[src/common/sac_consts.svh]
// register map, field positions, reset values and timing counts
`ifndef SAC_CONSTS_SVH
`define SAC_CONSTS_SVH
`define SAC_A_CTRL     8'h00
`define SAC_A_CHEN     8'h04
`define SAC_A_LIMIT    8'h08
`define SAC_A_ISTAT    8'h0C
`define SAC_A_IMASK    8'h10
`define SAC_A_APER     8'h14
`define SAC_A_ROUTE    8'h18
`define SAC_A_STATUS   8'h1C
`define SAC_A_LAST     8'h1C
`define SAC_G_STIME    2'b01
`define SAC_G_RES      2'b10
`define SAC_F_EN       0
`define SAC_F_FW       1
`define SAC_F_REF      2
`define SAC_F_EXP      4
`define SAC_F_TEMP     5
`define SAC_F_FWCH     8
`define SAC_F_TEMPCH   12
`define SAC_F_HI       16
`define SAC_I_OOR      0
`define SAC_I_SCAN     1
`define SAC_CTRL_RST   16'h0000
`define SAC_CHEN_RST   16'h00FF
`define SAC_LIMIT_RST  32'h0FFF_0000
`define SAC_STIME_RST  8'h03
`define SAC_APER_RST   8'h00
`define SAC_ROUTE_RST  32'h0000_0000
`define SAC_RESP_OK    2'b00
`define SAC_RESP_ERR   2'b10
`define SAC_CLK_MHZ    125
`define SAC_CONV_MHZ   18
`define SAC_DIV        ((`SAC_CLK_MHZ + `SAC_CONV_MHZ - 1) / `SAC_CONV_MHZ)
`define SAC_CONV_CYC   18
`endif

[src/common/sac_pkg.sv]
// types shared by the sequencer
package sac_pkg;
  typedef enum logic [2:0] {
    st_idle   = 3'b001,
    st_sample = 3'b010,
    st_conv   = 3'b100
  } sac_state_e;
  typedef enum logic [1:0] {
    ref_vdd      = 2'b00,
    ref_vdd_half = 2'b01,
    ref_internal = 2'b10,
    ref_external = 2'b11
  } sac_ref_e;
endpackage

[src/hw/sac_seq.sv]
// sar converter channel sequencer with axi4-lite registers
//
// Design decisions made here: the AXI4-Lite slave port and the register addresses.
`timescale 1ns/100ps
`default_nettype none
`include "sac_consts.svh"

// How it works
// - twelve-bit results, one per conversion, near one million per second
// - converter clock at most 18 MHz; a conversion spans 18 ticks
// - the scan takes eight channels normally, sixteen when the expansion bit is set
// - when started, enabled channels convert in turn and the scan repeats
// - the next channel starts sampling right as a conversion ends
// - control bit chooses automatic stepping or a firmware-chosen channel
// - every channel has its own result word
// - every channel has its own sample time, used whenever it is converted
// - low and high limits; a result outside them flags out-of-range
// - the out-of-range flag is set in the cycle after the conversion's last cycle
// - a programmable aperture lengthens every sample phase
// - reference select drives one of four sources to the converter
// - a chosen channel can be routed to the temperature sensor instead
// - a low-power mode input stops the converter clock and the sequencer
// - sequencer can close the opamp routing switches, as firmware can
module sac_seq (
  input  wire logic        sys_clk_i,        // system clock 125 MHz
  input  wire logic        arst_n_i,         // async reset, active low
  input  wire logic [7:0]  s_axi_awaddr_i,   // write address
  input  wire logic        s_axi_awvalid_i,  // write address valid
  output logic             s_axi_awready_o,  // write address ready
  input  wire logic [31:0] s_axi_wdata_i,    // write data
  input  wire logic [3:0]  s_axi_wstrb_i,    // write byte strobes
  input  wire logic        s_axi_wvalid_i,   // write data valid
  output logic             s_axi_wready_o,   // write data ready
  output logic [1:0]       s_axi_bresp_o,    // write response
  output logic             s_axi_bvalid_o,   // write response valid
  input  wire logic        s_axi_bready_i,   // write response ready
  input  wire logic [7:0]  s_axi_araddr_i,   // read address
  input  wire logic        s_axi_arvalid_i,  // read address valid
  output logic             s_axi_arready_o,  // read address ready
  output logic [31:0]      s_axi_rdata_o,    // read data
  output logic [1:0]       s_axi_rresp_o,    // read response
  output logic             s_axi_rvalid_o,   // read data valid
  input  wire logic        s_axi_rready_i,   // read data ready
  input  wire logic        lp_mode_i,        // deep sleep or hibernate
  input  wire logic [11:0] adc_data_i,       // converter core result
  output logic             adc_clk_o,        // converter clock
  output logic [3:0]       adc_ch_o,         // active channel
  output logic             adc_temp_o,       // temperature sensor selected
  output logic [1:0]       adc_ref_o,        // reference select
  output logic             adc_sample_o,     // sample-and-hold tracking
  output logic             adc_conv_o,       // conversion running
  output logic             opamp_first_sw_o, // first opamp switch
  output logic             opamp_second_sw_o,// second opamp switch
  output logic             irq_o             // interrupt, active high
);

  localparam logic [2:0] DIV_LAST = 3'(`SAC_DIV - 1);
  localparam logic [2:0] DIV_HALF = 3'(`SAC_DIV / 2);
  localparam logic [8:0] CONV_LAST = 9'(`SAC_CONV_CYC - 1);

  logic [1:0]          lp_sync;
  logic                lp;
  logic [2:0]          div_cnt;
  logic                tick;
  logic                clk_q;
  sac_pkg::sac_state_e state;
  logic [3:0]          cur_ch;
  logic [8:0]          phase;
  logic [15:0]         ctrl;
  logic [15:0]         chen;
  logic [31:0]         limit;
  logic [1:0]          istat;
  logic [1:0]          imask;
  logic [7:0]          aper;
  logic [31:0]         route;
  logic [7:0]          stime [16];
  logic [12:0]         res   [16];
  logic [15:0]         eff_mask;
  logic                run;
  logic [3:0]          pick;
  logic                done_ev;
  logic                oor;
  logic                wrap;
  logic                aw_hold;
  logic                w_hold;
  logic [7:0]          aw_addr;
  logic [31:0]         w_data;
  logic [3:0]          w_strb;
  logic                wr_go;
  logic [31:0]         wmask;
  logic [31:0]         rd_val;
  logic                sw_first;
  logic                sw_second;
  logic                temp_q;

  // next enabled channel after cur, wrapping; cur itself if it is the only one
  function automatic logic [3:0] sac_next(input logic [3:0]  cur,
                                          input logic [15:0] m);
    logic [3:0] c;
    logic [3:0] r;
    logic       f;
    r = cur;
    f = 1'b0;
    for (int i = 1; i <= 16; i++) begin
      c = cur + 4'(i);
      if (!f && m[c]) begin
        r = c;
        f = 1'b1;
      end
    end
    return r;
  endfunction

  // sample phase length in converter ticks, minus one
  function automatic logic [8:0] sac_slen(input logic [7:0] st,
                                          input logic [7:0] ap);
    return {1'b0, st} + {1'b0, ap};
  endfunction

  // true for any implemented word address
  function automatic logic sac_mapped(input logic [7:0] a);
    return (a[1:0] == 2'b00) && ((a <= `SAC_A_LAST) ||
           (a[7:6] == `SAC_G_STIME) || (a[7:6] == `SAC_G_RES));
  endfunction

  // byte-lane merge of a write into an old value
  function automatic logic [31:0] sac_merge(input logic [31:0] old,
                                            input logic [31:0] wd,
                                            input logic [31:0] m);
    return (old & ~m) | (wd & m);
  endfunction

  // the power-mode pin is asynchronous: two flops before use
  always_ff @(posedge sys_clk_i or negedge arst_n_i) begin
    if (!arst_n_i) begin
      lp_sync <= 2'b00;
    end else begin
      lp_sync <= {lp_sync[0], lp_mode_i};
    end
  end
  assign lp = lp_sync[1];

  // converter clock: divide to the highest rate not above 18 MHz
  always_ff @(posedge sys_clk_i or negedge arst_n_i) begin
    if (!arst_n_i) begin
      div_cnt <= 3'h0;
      clk_q   <= 1'b0;
    end else begin
      div_cnt <= (div_cnt == DIV_LAST) ? 3'h0 : div_cnt + 3'h1;
      clk_q   <= ~lp && (div_cnt < DIV_HALF);
    end
  end
  assign tick      = (div_cnt == DIV_LAST);
  assign adc_clk_o = clk_q;

  // channels beyond eight only count when expansion is on
  assign eff_mask = chen & (ctrl[`SAC_F_EXP] ? 16'hFFFF : 16'h00FF);
  // low-power mode holds the sequencer idle; no high-speed clock there
  assign run = ctrl[`SAC_F_EN] && !lp &&
               (ctrl[`SAC_F_FW] || (eff_mask != 16'h0000));
  // firmware mode pins the channel, otherwise the scan walks the mask
  assign pick = ctrl[`SAC_F_FW] ? ctrl[`SAC_F_FWCH +: 4] :
                sac_next((state == sac_pkg::st_idle) ? 4'hF : cur_ch,
                         eff_mask);
  assign done_ev = (state == sac_pkg::st_conv) && tick && (phase == 9'h000);
  assign wrap = !ctrl[`SAC_F_FW] && (pick <= cur_ch);
  // window check against the limits on the finished result
  assign oor = (adc_data_i < limit[11:0]) ||
               (adc_data_i > limit[`SAC_F_HI +: 12]);

  // sequencer: sample, convert, then straight into the next sample
  always_ff @(posedge sys_clk_i or negedge arst_n_i) begin
    if (!arst_n_i) begin
      state  <= sac_pkg::st_idle;
      cur_ch <= 4'h0;
      phase  <= 9'h000;
    end else if (!run) begin
      state <= sac_pkg::st_idle;
      phase <= 9'h000;
    end else if (tick) begin
      case (state)
        sac_pkg::st_idle: begin
          state  <= sac_pkg::st_sample;
          cur_ch <= pick;
          phase  <= sac_slen(stime[pick], aper);
        end
        sac_pkg::st_sample: begin
          if (phase == 9'h000) begin
            state <= sac_pkg::st_conv;
            phase <= CONV_LAST;
          end else begin
            phase <= phase - 9'h001;
          end
        end
        sac_pkg::st_conv: begin
          if (phase == 9'h000) begin
            // no idle tick between channels keeps the aggregate rate
            state  <= sac_pkg::st_sample;
            cur_ch <= pick;
            phase  <= sac_slen(stime[pick], aper);
          end else begin
            phase <= phase - 9'h001;
          end
        end
        default: begin
          state <= sac_pkg::st_idle;
        end
      endcase
    end
  end

  // per-channel sample time and result storage
  generate
    for (genvar g = 0; g < 16; g++) begin : g_ch
      always_ff @(posedge sys_clk_i or negedge arst_n_i) begin
        if (!arst_n_i) begin
          stime[g] <= `SAC_STIME_RST;
        end else if (wr_go && aw_addr[7:6] == `SAC_G_STIME &&
                     aw_addr[5:2] == 4'(g) && w_strb[0]) begin
          stime[g] <= w_data[7:0];
        end
      end
      // bit 12 marks a result that has been written at least once
      always_ff @(posedge sys_clk_i or negedge arst_n_i) begin
        if (!arst_n_i) begin
          res[g] <= 13'h0000;
        end else if (done_ev && cur_ch == 4'(g)) begin
          res[g] <= {1'b1, adc_data_i};
        end
      end
    end
  endgenerate

  // interrupt status: sticky, write one to clear, a new event wins
  always_ff @(posedge sys_clk_i or negedge arst_n_i) begin
    if (!arst_n_i) begin
      istat <= 2'b00;
    end else begin
      istat <= (istat & ~((wr_go && aw_addr == `SAC_A_ISTAT) ?
                          (w_data[1:0] & wmask[1:0]) : 2'b00)) |
               {done_ev && wrap,
                done_ev && oor};
    end
  end
  assign irq_o = |(istat & imask);

  // software control registers
  always_ff @(posedge sys_clk_i or negedge arst_n_i) begin
    if (!arst_n_i) begin
      ctrl  <= `SAC_CTRL_RST;
      chen  <= `SAC_CHEN_RST;
      limit <= `SAC_LIMIT_RST;
      imask <= 2'b00;
      aper  <= `SAC_APER_RST;
      route <= `SAC_ROUTE_RST;
    end else if (wr_go) begin
      case (aw_addr)
        `SAC_A_CTRL:  ctrl  <= 16'(sac_merge({16'h0000, ctrl}, w_data, wmask));
        `SAC_A_CHEN:  chen  <= 16'(sac_merge({16'h0000, chen}, w_data, wmask));
        `SAC_A_LIMIT: limit <= sac_merge(limit, w_data, wmask) &
                               32'h0FFF_0FFF;
        `SAC_A_IMASK: imask <= w_strb[0] ? w_data[1:0] : imask;
        `SAC_A_APER:  aper  <= w_strb[0] ? w_data[7:0] : aper;
        `SAC_A_ROUTE: route <= sac_merge(route, w_data, wmask);
        default:      ;
      endcase
    end
  end

  // axi write: address and data are caught in either order
  assign s_axi_awready_o = !aw_hold;
  assign s_axi_wready_o  = !w_hold;
  assign wr_go = aw_hold && w_hold && !s_axi_bvalid_o;
  assign wmask = {{8{w_strb[3]}}, {8{w_strb[2]}},
                  {8{w_strb[1]}}, {8{w_strb[0]}}};

  always_ff @(posedge sys_clk_i or negedge arst_n_i) begin
    if (!arst_n_i) begin
      aw_hold <= 1'b0;
      aw_addr <= 8'h00;
    end else if (s_axi_awvalid_i && !aw_hold) begin
      aw_hold <= 1'b1;
      aw_addr <= s_axi_awaddr_i;
    end else if (wr_go) begin
      aw_hold <= 1'b0;
    end
  end

  always_ff @(posedge sys_clk_i or negedge arst_n_i) begin
    if (!arst_n_i) begin
      w_hold <= 1'b0;
      w_data <= 32'h0000_0000;
      w_strb <= 4'h0;
    end else if (s_axi_wvalid_i && !w_hold) begin
      w_hold <= 1'b1;
      w_data <= s_axi_wdata_i;
      w_strb <= s_axi_wstrb_i;
    end else if (wr_go) begin
      w_hold <= 1'b0;
    end
  end

  // write response; read-only words accept and drop the data
  always_ff @(posedge sys_clk_i or negedge arst_n_i) begin
    if (!arst_n_i) begin
      s_axi_bvalid_o <= 1'b0;
      s_axi_bresp_o  <= `SAC_RESP_OK;
    end else if (wr_go) begin
      s_axi_bvalid_o <= 1'b1;
      s_axi_bresp_o  <= sac_mapped(aw_addr) ? `SAC_RESP_OK : `SAC_RESP_ERR;
    end else if (s_axi_bready_i) begin
      s_axi_bvalid_o <= 1'b0;
    end
  end

  // read mux
  always_comb begin
    rd_val = 32'h0000_0000;
    case (s_axi_araddr_i)
      `SAC_A_CTRL:   rd_val = {16'h0000, ctrl};
      `SAC_A_CHEN:   rd_val = {16'h0000, chen};
      `SAC_A_LIMIT:  rd_val = limit;
      `SAC_A_ISTAT:  rd_val = {30'h0000_0000, istat};
      `SAC_A_IMASK:  rd_val = {30'h0000_0000, imask};
      `SAC_A_APER:   rd_val = {24'h00_0000, aper};
      `SAC_A_ROUTE:  rd_val = route;
      `SAC_A_STATUS: rd_val = {23'h00_0000, lp, state, cur_ch, run};
      default: begin
        if (s_axi_araddr_i[7:6] == `SAC_G_STIME) begin
          rd_val = {24'h00_0000, stime[s_axi_araddr_i[5:2]]};
        end else if (s_axi_araddr_i[7:6] == `SAC_G_RES) begin
          rd_val = {19'h0_0000, res[s_axi_araddr_i[5:2]]};
        end
      end
    endcase
  end

  // read channel: one word in flight, answered the cycle after arrival
  assign s_axi_arready_o = !s_axi_rvalid_o;
  always_ff @(posedge sys_clk_i or negedge arst_n_i) begin
    if (!arst_n_i) begin
      s_axi_rvalid_o <= 1'b0;
      s_axi_rdata_o  <= 32'h0000_0000;
      s_axi_rresp_o  <= `SAC_RESP_OK;
    end else if (s_axi_arvalid_i && !s_axi_rvalid_o) begin
      s_axi_rvalid_o <= 1'b1;
      s_axi_rdata_o  <= rd_val;
      s_axi_rresp_o  <= sac_mapped(s_axi_araddr_i) ? `SAC_RESP_OK :
                                                     `SAC_RESP_ERR;
    end else if (s_axi_rready_i) begin
      s_axi_rvalid_o <= 1'b0;
    end
  end

  // switches: firmware bits or the active channel's map bit while sampling or converting
  // low channels steer the first opamp, high channels the second
  always_ff @(posedge sys_clk_i or negedge arst_n_i) begin
    if (!arst_n_i) begin
      sw_first  <= 1'b0;
      sw_second <= 1'b0;
      temp_q    <= 1'b0;
    end else begin
      sw_first  <= route[0] || (state != sac_pkg::st_idle &&
                   route[16 + cur_ch] && !cur_ch[3]);
      sw_second <= route[1] || (state != sac_pkg::st_idle &&
                   route[16 + cur_ch] && cur_ch[3]);
      temp_q    <= ctrl[`SAC_F_TEMP] &&
                   (cur_ch == ctrl[`SAC_F_TEMPCH +: 4]);
    end
  end

  // converter core controls; state is one-hot so its bits are flops
  assign adc_sample_o      = state[1];
  assign adc_conv_o        = state[2];
  assign adc_ch_o          = cur_ch;
  assign adc_ref_o         = ctrl[`SAC_F_REF +: 2];
  assign adc_temp_o        = temp_q;
  assign opamp_first_sw_o  = sw_first;
  assign opamp_second_sw_o = sw_second;

endmodule // sac_seq
`default_nettype wire

[config.mk]
export PLATFORM = sky130hd
export DESIGN_NAME = sac_seq
export DESIGN_NICKNAME = d
export VERILOG_FILES = /design/src/common/sac_pkg.sv /design/src/hw/sac_seq.sv
export VERILOG_INCLUDE_DIRS = /design/src /design/src/common
export SDC_FILE = /design/constraint.sdc
export NUM_CORES = 1
export LEC_CHECK = 0
export ABC_AREA = 1
export ABC_CLOCK_PERIOD_IN_PS = 5900
export CORE_ASPECT_RATIO = 1.1
export CORE_MARGIN = 5
export CORE_UTILIZATION = 55
export CTS_CLUSTER_DIAMETER = 40
export DETAILED_ROUTE_END_ITERATION = 8
export DONT_BUFFER_PORTS = 1
export GPL_TIMING_DRIVEN = 1
export PLACE_DENSITY_LB_ADDON = 0.2
export SLEW_MARGIN = 30
export SYNTH_ARGS = -nofsm -noshare
export SYNTH_HDL_FRONTEND = slang
export SYNTH_SLANG_ARGS = --single-unit
[constraint.sdc]
create_clock -name sys_clk_i -period 5.9 [get_ports sys_clk_i]
set_input_delay 1.77 -clock sys_clk_i [delete_from_list [all_inputs] [get_ports sys_clk_i]]
set_output_delay 1.77 -clock sys_clk_i [all_outputs]
set_load 0.03 [all_outputs]
==> impl_metrics.json <==
{
  "final_layout_size_suffix_gt1_frac": 0.1230,
  "antenna_found_initial": 1,
  "regArea_um2": 13650,
  "synth_edf_count": 0,
  "holdPathStages": 0,
  "path_clk_slew_ns": 0.06,
  "cts-hold-fix-buffers": 0,
  "netlist_instances": 3562,
  "cts_made_buffers": 78,
  "power.density_nw_per_um2": 443.8,
  "vias_per_cell": 6.157,
  "stdcell_count": 4285,
  "fmax_ghz": 0.1743,
  "synth.distinct_cells": 58,
  "cts_num_sinks": 543,
  "drv_cap": 0,
  "tritoncts": "done",
  "clkPwrFrac": 0.334,
  "arrival_ns": 6.25,
  "final_cell_area_um2": 32330,
  "worst_r2r_path_depth": 40,
  "ant_nets": 0,
  "dpl_cell_area_um2": 28770,
  "relSlewSlack": 0.08880,
  "core_um2": 50250,
  "skew_ns": 0.02506,
  "htreeDepth": 3,
  "grt_pass1_vias": 24614,
  "worstMarginPinSlew_ns": 1.367,
  "syn_area_per_cell_um2": 7.868,
  "wl_per_cell_um": 23.11,
  "synthArstFlopShare": 1.000,
  "clk_path_buf_depth": 3,
  "die_x_um": 225.2,
  "leakagePower_uw": 0.01548,
  "grt_overflow": 0,
  "ys_warn_count": 0,
  "power.internal_uw": 8936,
  "path_buf_inv": 4,
  "cpLargestDelayFamily": "simple AND/OR/NAND/NOR gates",
  "ys.flop_type": "dfrtp_1",
  "fin_nets": 3675,
  "seqPwrFrac": 0.339,
  "cpPeakStageDelay_ns": 0.55,
  "num_antenna_cells": 0,
  "end_kind": "register",
  "grt.total_usage": 0.3445,
  "place_congestion": 0.9600,
  "worst_skew_pair.late_latency_ns": 0.63,
  "final_max_slew_viol_count": 0,
  "dp_cells": 4104,
  "drcViolationCount": 0,
  "worst-path-stages": 40,
  "fin_util": 0.6434,
  "root_buffer": "clkbuf_16",
  "cp_max_fo": 10,
  "pin_count": 126,
  "io_buffers": 0,
  "setup_viol": 0,
  "die_area_um2": 55580,
  "area_delta_synth_final_pct": 15.37,
  "grt_start_max_net_pins": 544,
  "slowest_stage": "dfstp_2",
  "grt_pass1_wl_um": 148300,
  "syn_area_um2": 28030,
  "fin_crit_ns": 5.739,
  "status": "completed",
  "hold_class": "reg -> reg",
  "start_util": 0.5577,
  "dr.pass1.iters": 7,
  "path_class": "reg -> reg",
  "required_ns": 6.41,
  "ys_ff_latch": 543,
  "vias": 26382,
  "multiInputGateArea_um2": 12720,
  "comb_power_share": 0.327,
  "ys_seq_area_frac": 0.4872,
  "rsz0062_at_grt": "true",
  "startpoint_type": "register",
  "die_h_um": 246.8,
  "routed_wl_um": 99020,
  "nFillCells": 4255,
  "p_sw_frac": 0.3773,
  "ir_worst_vdd_mv": 0.3630,
  "whs_ns": 0.3789,
  "rows": 86,
  "dp_hpwl_um": 66740,
  "hold_violations": 0,
  "p_sw_uw": 5414,
  "finalCritPeriodShare": 0.9727,
  "drtIter0Drc": 3447
}
-- kinds of logic after synthesis --
logic type | synth area share
simple gates | 0.2417
compound gates | 0.1687
flops | 0.4872
buf+inv | 0.07438
fa+ha+maj | 0.01768
xor+xnor | 0.004687
mux | 0.005491
other cells | 0.0001338
-- metrics by stage --
step           total power (µW)  setup WS, ns  setup TNS, ns
2_1_floorplan              7506        0.1415              0
3_3_place_gp               8816     -0.005267       -0.01019
3_5_place_dp               8907       -0.1523        -0.2935
4_1_cts                   13820       0.07486              0
5_1_grt                   15020       -0.1283        -0.2227
6_report                  14350        0.1612              0
-- repair_timing --
| action | 4_1_cts | 5_1_grt |
|---|---|---|
| hold endpoints to repair | 0 | 0 |
| pin swaps | 1 | 24 |
| buffers inserted | 9 | 22 |
| endpoints found under the setup margin | 4 | 5 |
| gates resized for setup | 8 | 80 |
| gates cloned | 1 | 8 |
-- final cells by class --
type | instances | area share
clock buffers | 91 | 0.06563
clock inverters | 50 | 0.01796
inverters | 326 | 0.03823
multi-input cells | 2492 | 0.3934
flip-flops and latches | 543 | 0.4223
well taps | 660 | 0.02554
repair buffers | 123 | 0.03692
-- worst register-to-register path, delay by kind of cell, from the launching register on --
kind / cells / cell delay, ns
simple gates: 30 / 3.30
flops: 1 / 0.55
xor+xnor: 1 / 0.17
fa+ha+maj: 1 / 0.20
buf+inv: 4 / 0.72
compound gates: 4 / 0.66
-- cell usage in the layout, fill, tap and decap left out, drive strengths merged, types with 42 or more instances in the layout --
master  synthesis  layout
nand2        1065    1066
dfrtp         490     490
o21ai         483     483
inv           321     338
nand3         325     325
nor2          128     128
buf            45     115
a22oi         111     111
clkbuf        158      98
a21oi          86      86
dfstp          53      53
nand4          47      47
o22ai          42      42
-- routing by layer --
metal	vias up	track usage	share of wire
li1	11942	-	-
met1	12788	0.4884	0.41
met2	1383	0.5320	0.45
met3	269	0.07052	0.097
met4	0	0.1203	0.040
met5	-	0	0
-- power groups by stage --
stage                     clock network (µW)  registers [µW]  logic, µW
after global routing                    5010            4910       5100
final                                   4790            4860       4690
after detailed placement                   0            4890       4020
after global placement                     0            4870       3950
after floorplan                            0            4710       2800
after CTS                               4840            4840       4140
-- final timing paths --
kind,start,to,slack (ns)
setup / recovery,state[0],phase[7],0.16
hold / removal,lp_sync[0],lp_sync[1],0.38
setup reg to reg,state[0],phase[7],0.16
hold reg to reg,lp_sync[0],lp_sync[1],0.38
max in group asynchronous,arst_n_i,s_axi_rdata_o[16],3.94
min in group asynchronous,arst_n_i,stime[67],0.87
-- cells in the mapped netlist, types with 7 or more instances --
library cell,number,area (µm²)
xor2_1,10,87.58
buf_1,9,33.78
a31oi_1,8,50.05
nor4_1,8,50.05
inv_2,16,60.06
a22oi_1,111,833.3
o22ai_1,42,262.8
dfrtp_1,490,12260
o21ai_0,476,2382
nand4_1,46,287.8
buf_2,23,115.1
o221ai_1,16,140.1
buf_4,8,60.06
o2111ai_1,10,87.58
dfstp_2,53,1393
o211ai_1,11,82.58
o21ai_1,7,35.03
nand3_1,321,1607
nand2_1,1054,3956
a21oi_1,84,420.4
inv_1,304,1141
nand3b_1,11,82.58
nor3_1,15,75.07
clkbuf_1,158,593.1
o31ai_1,8,60.06
a221oi_1,18,157.7
nor2_1,122,457.9
mux2_2,11,123.9
ha_1,38,475.5
nand2_2,7,43.79
Note: power is estimated with default switching activity, not from simulation.
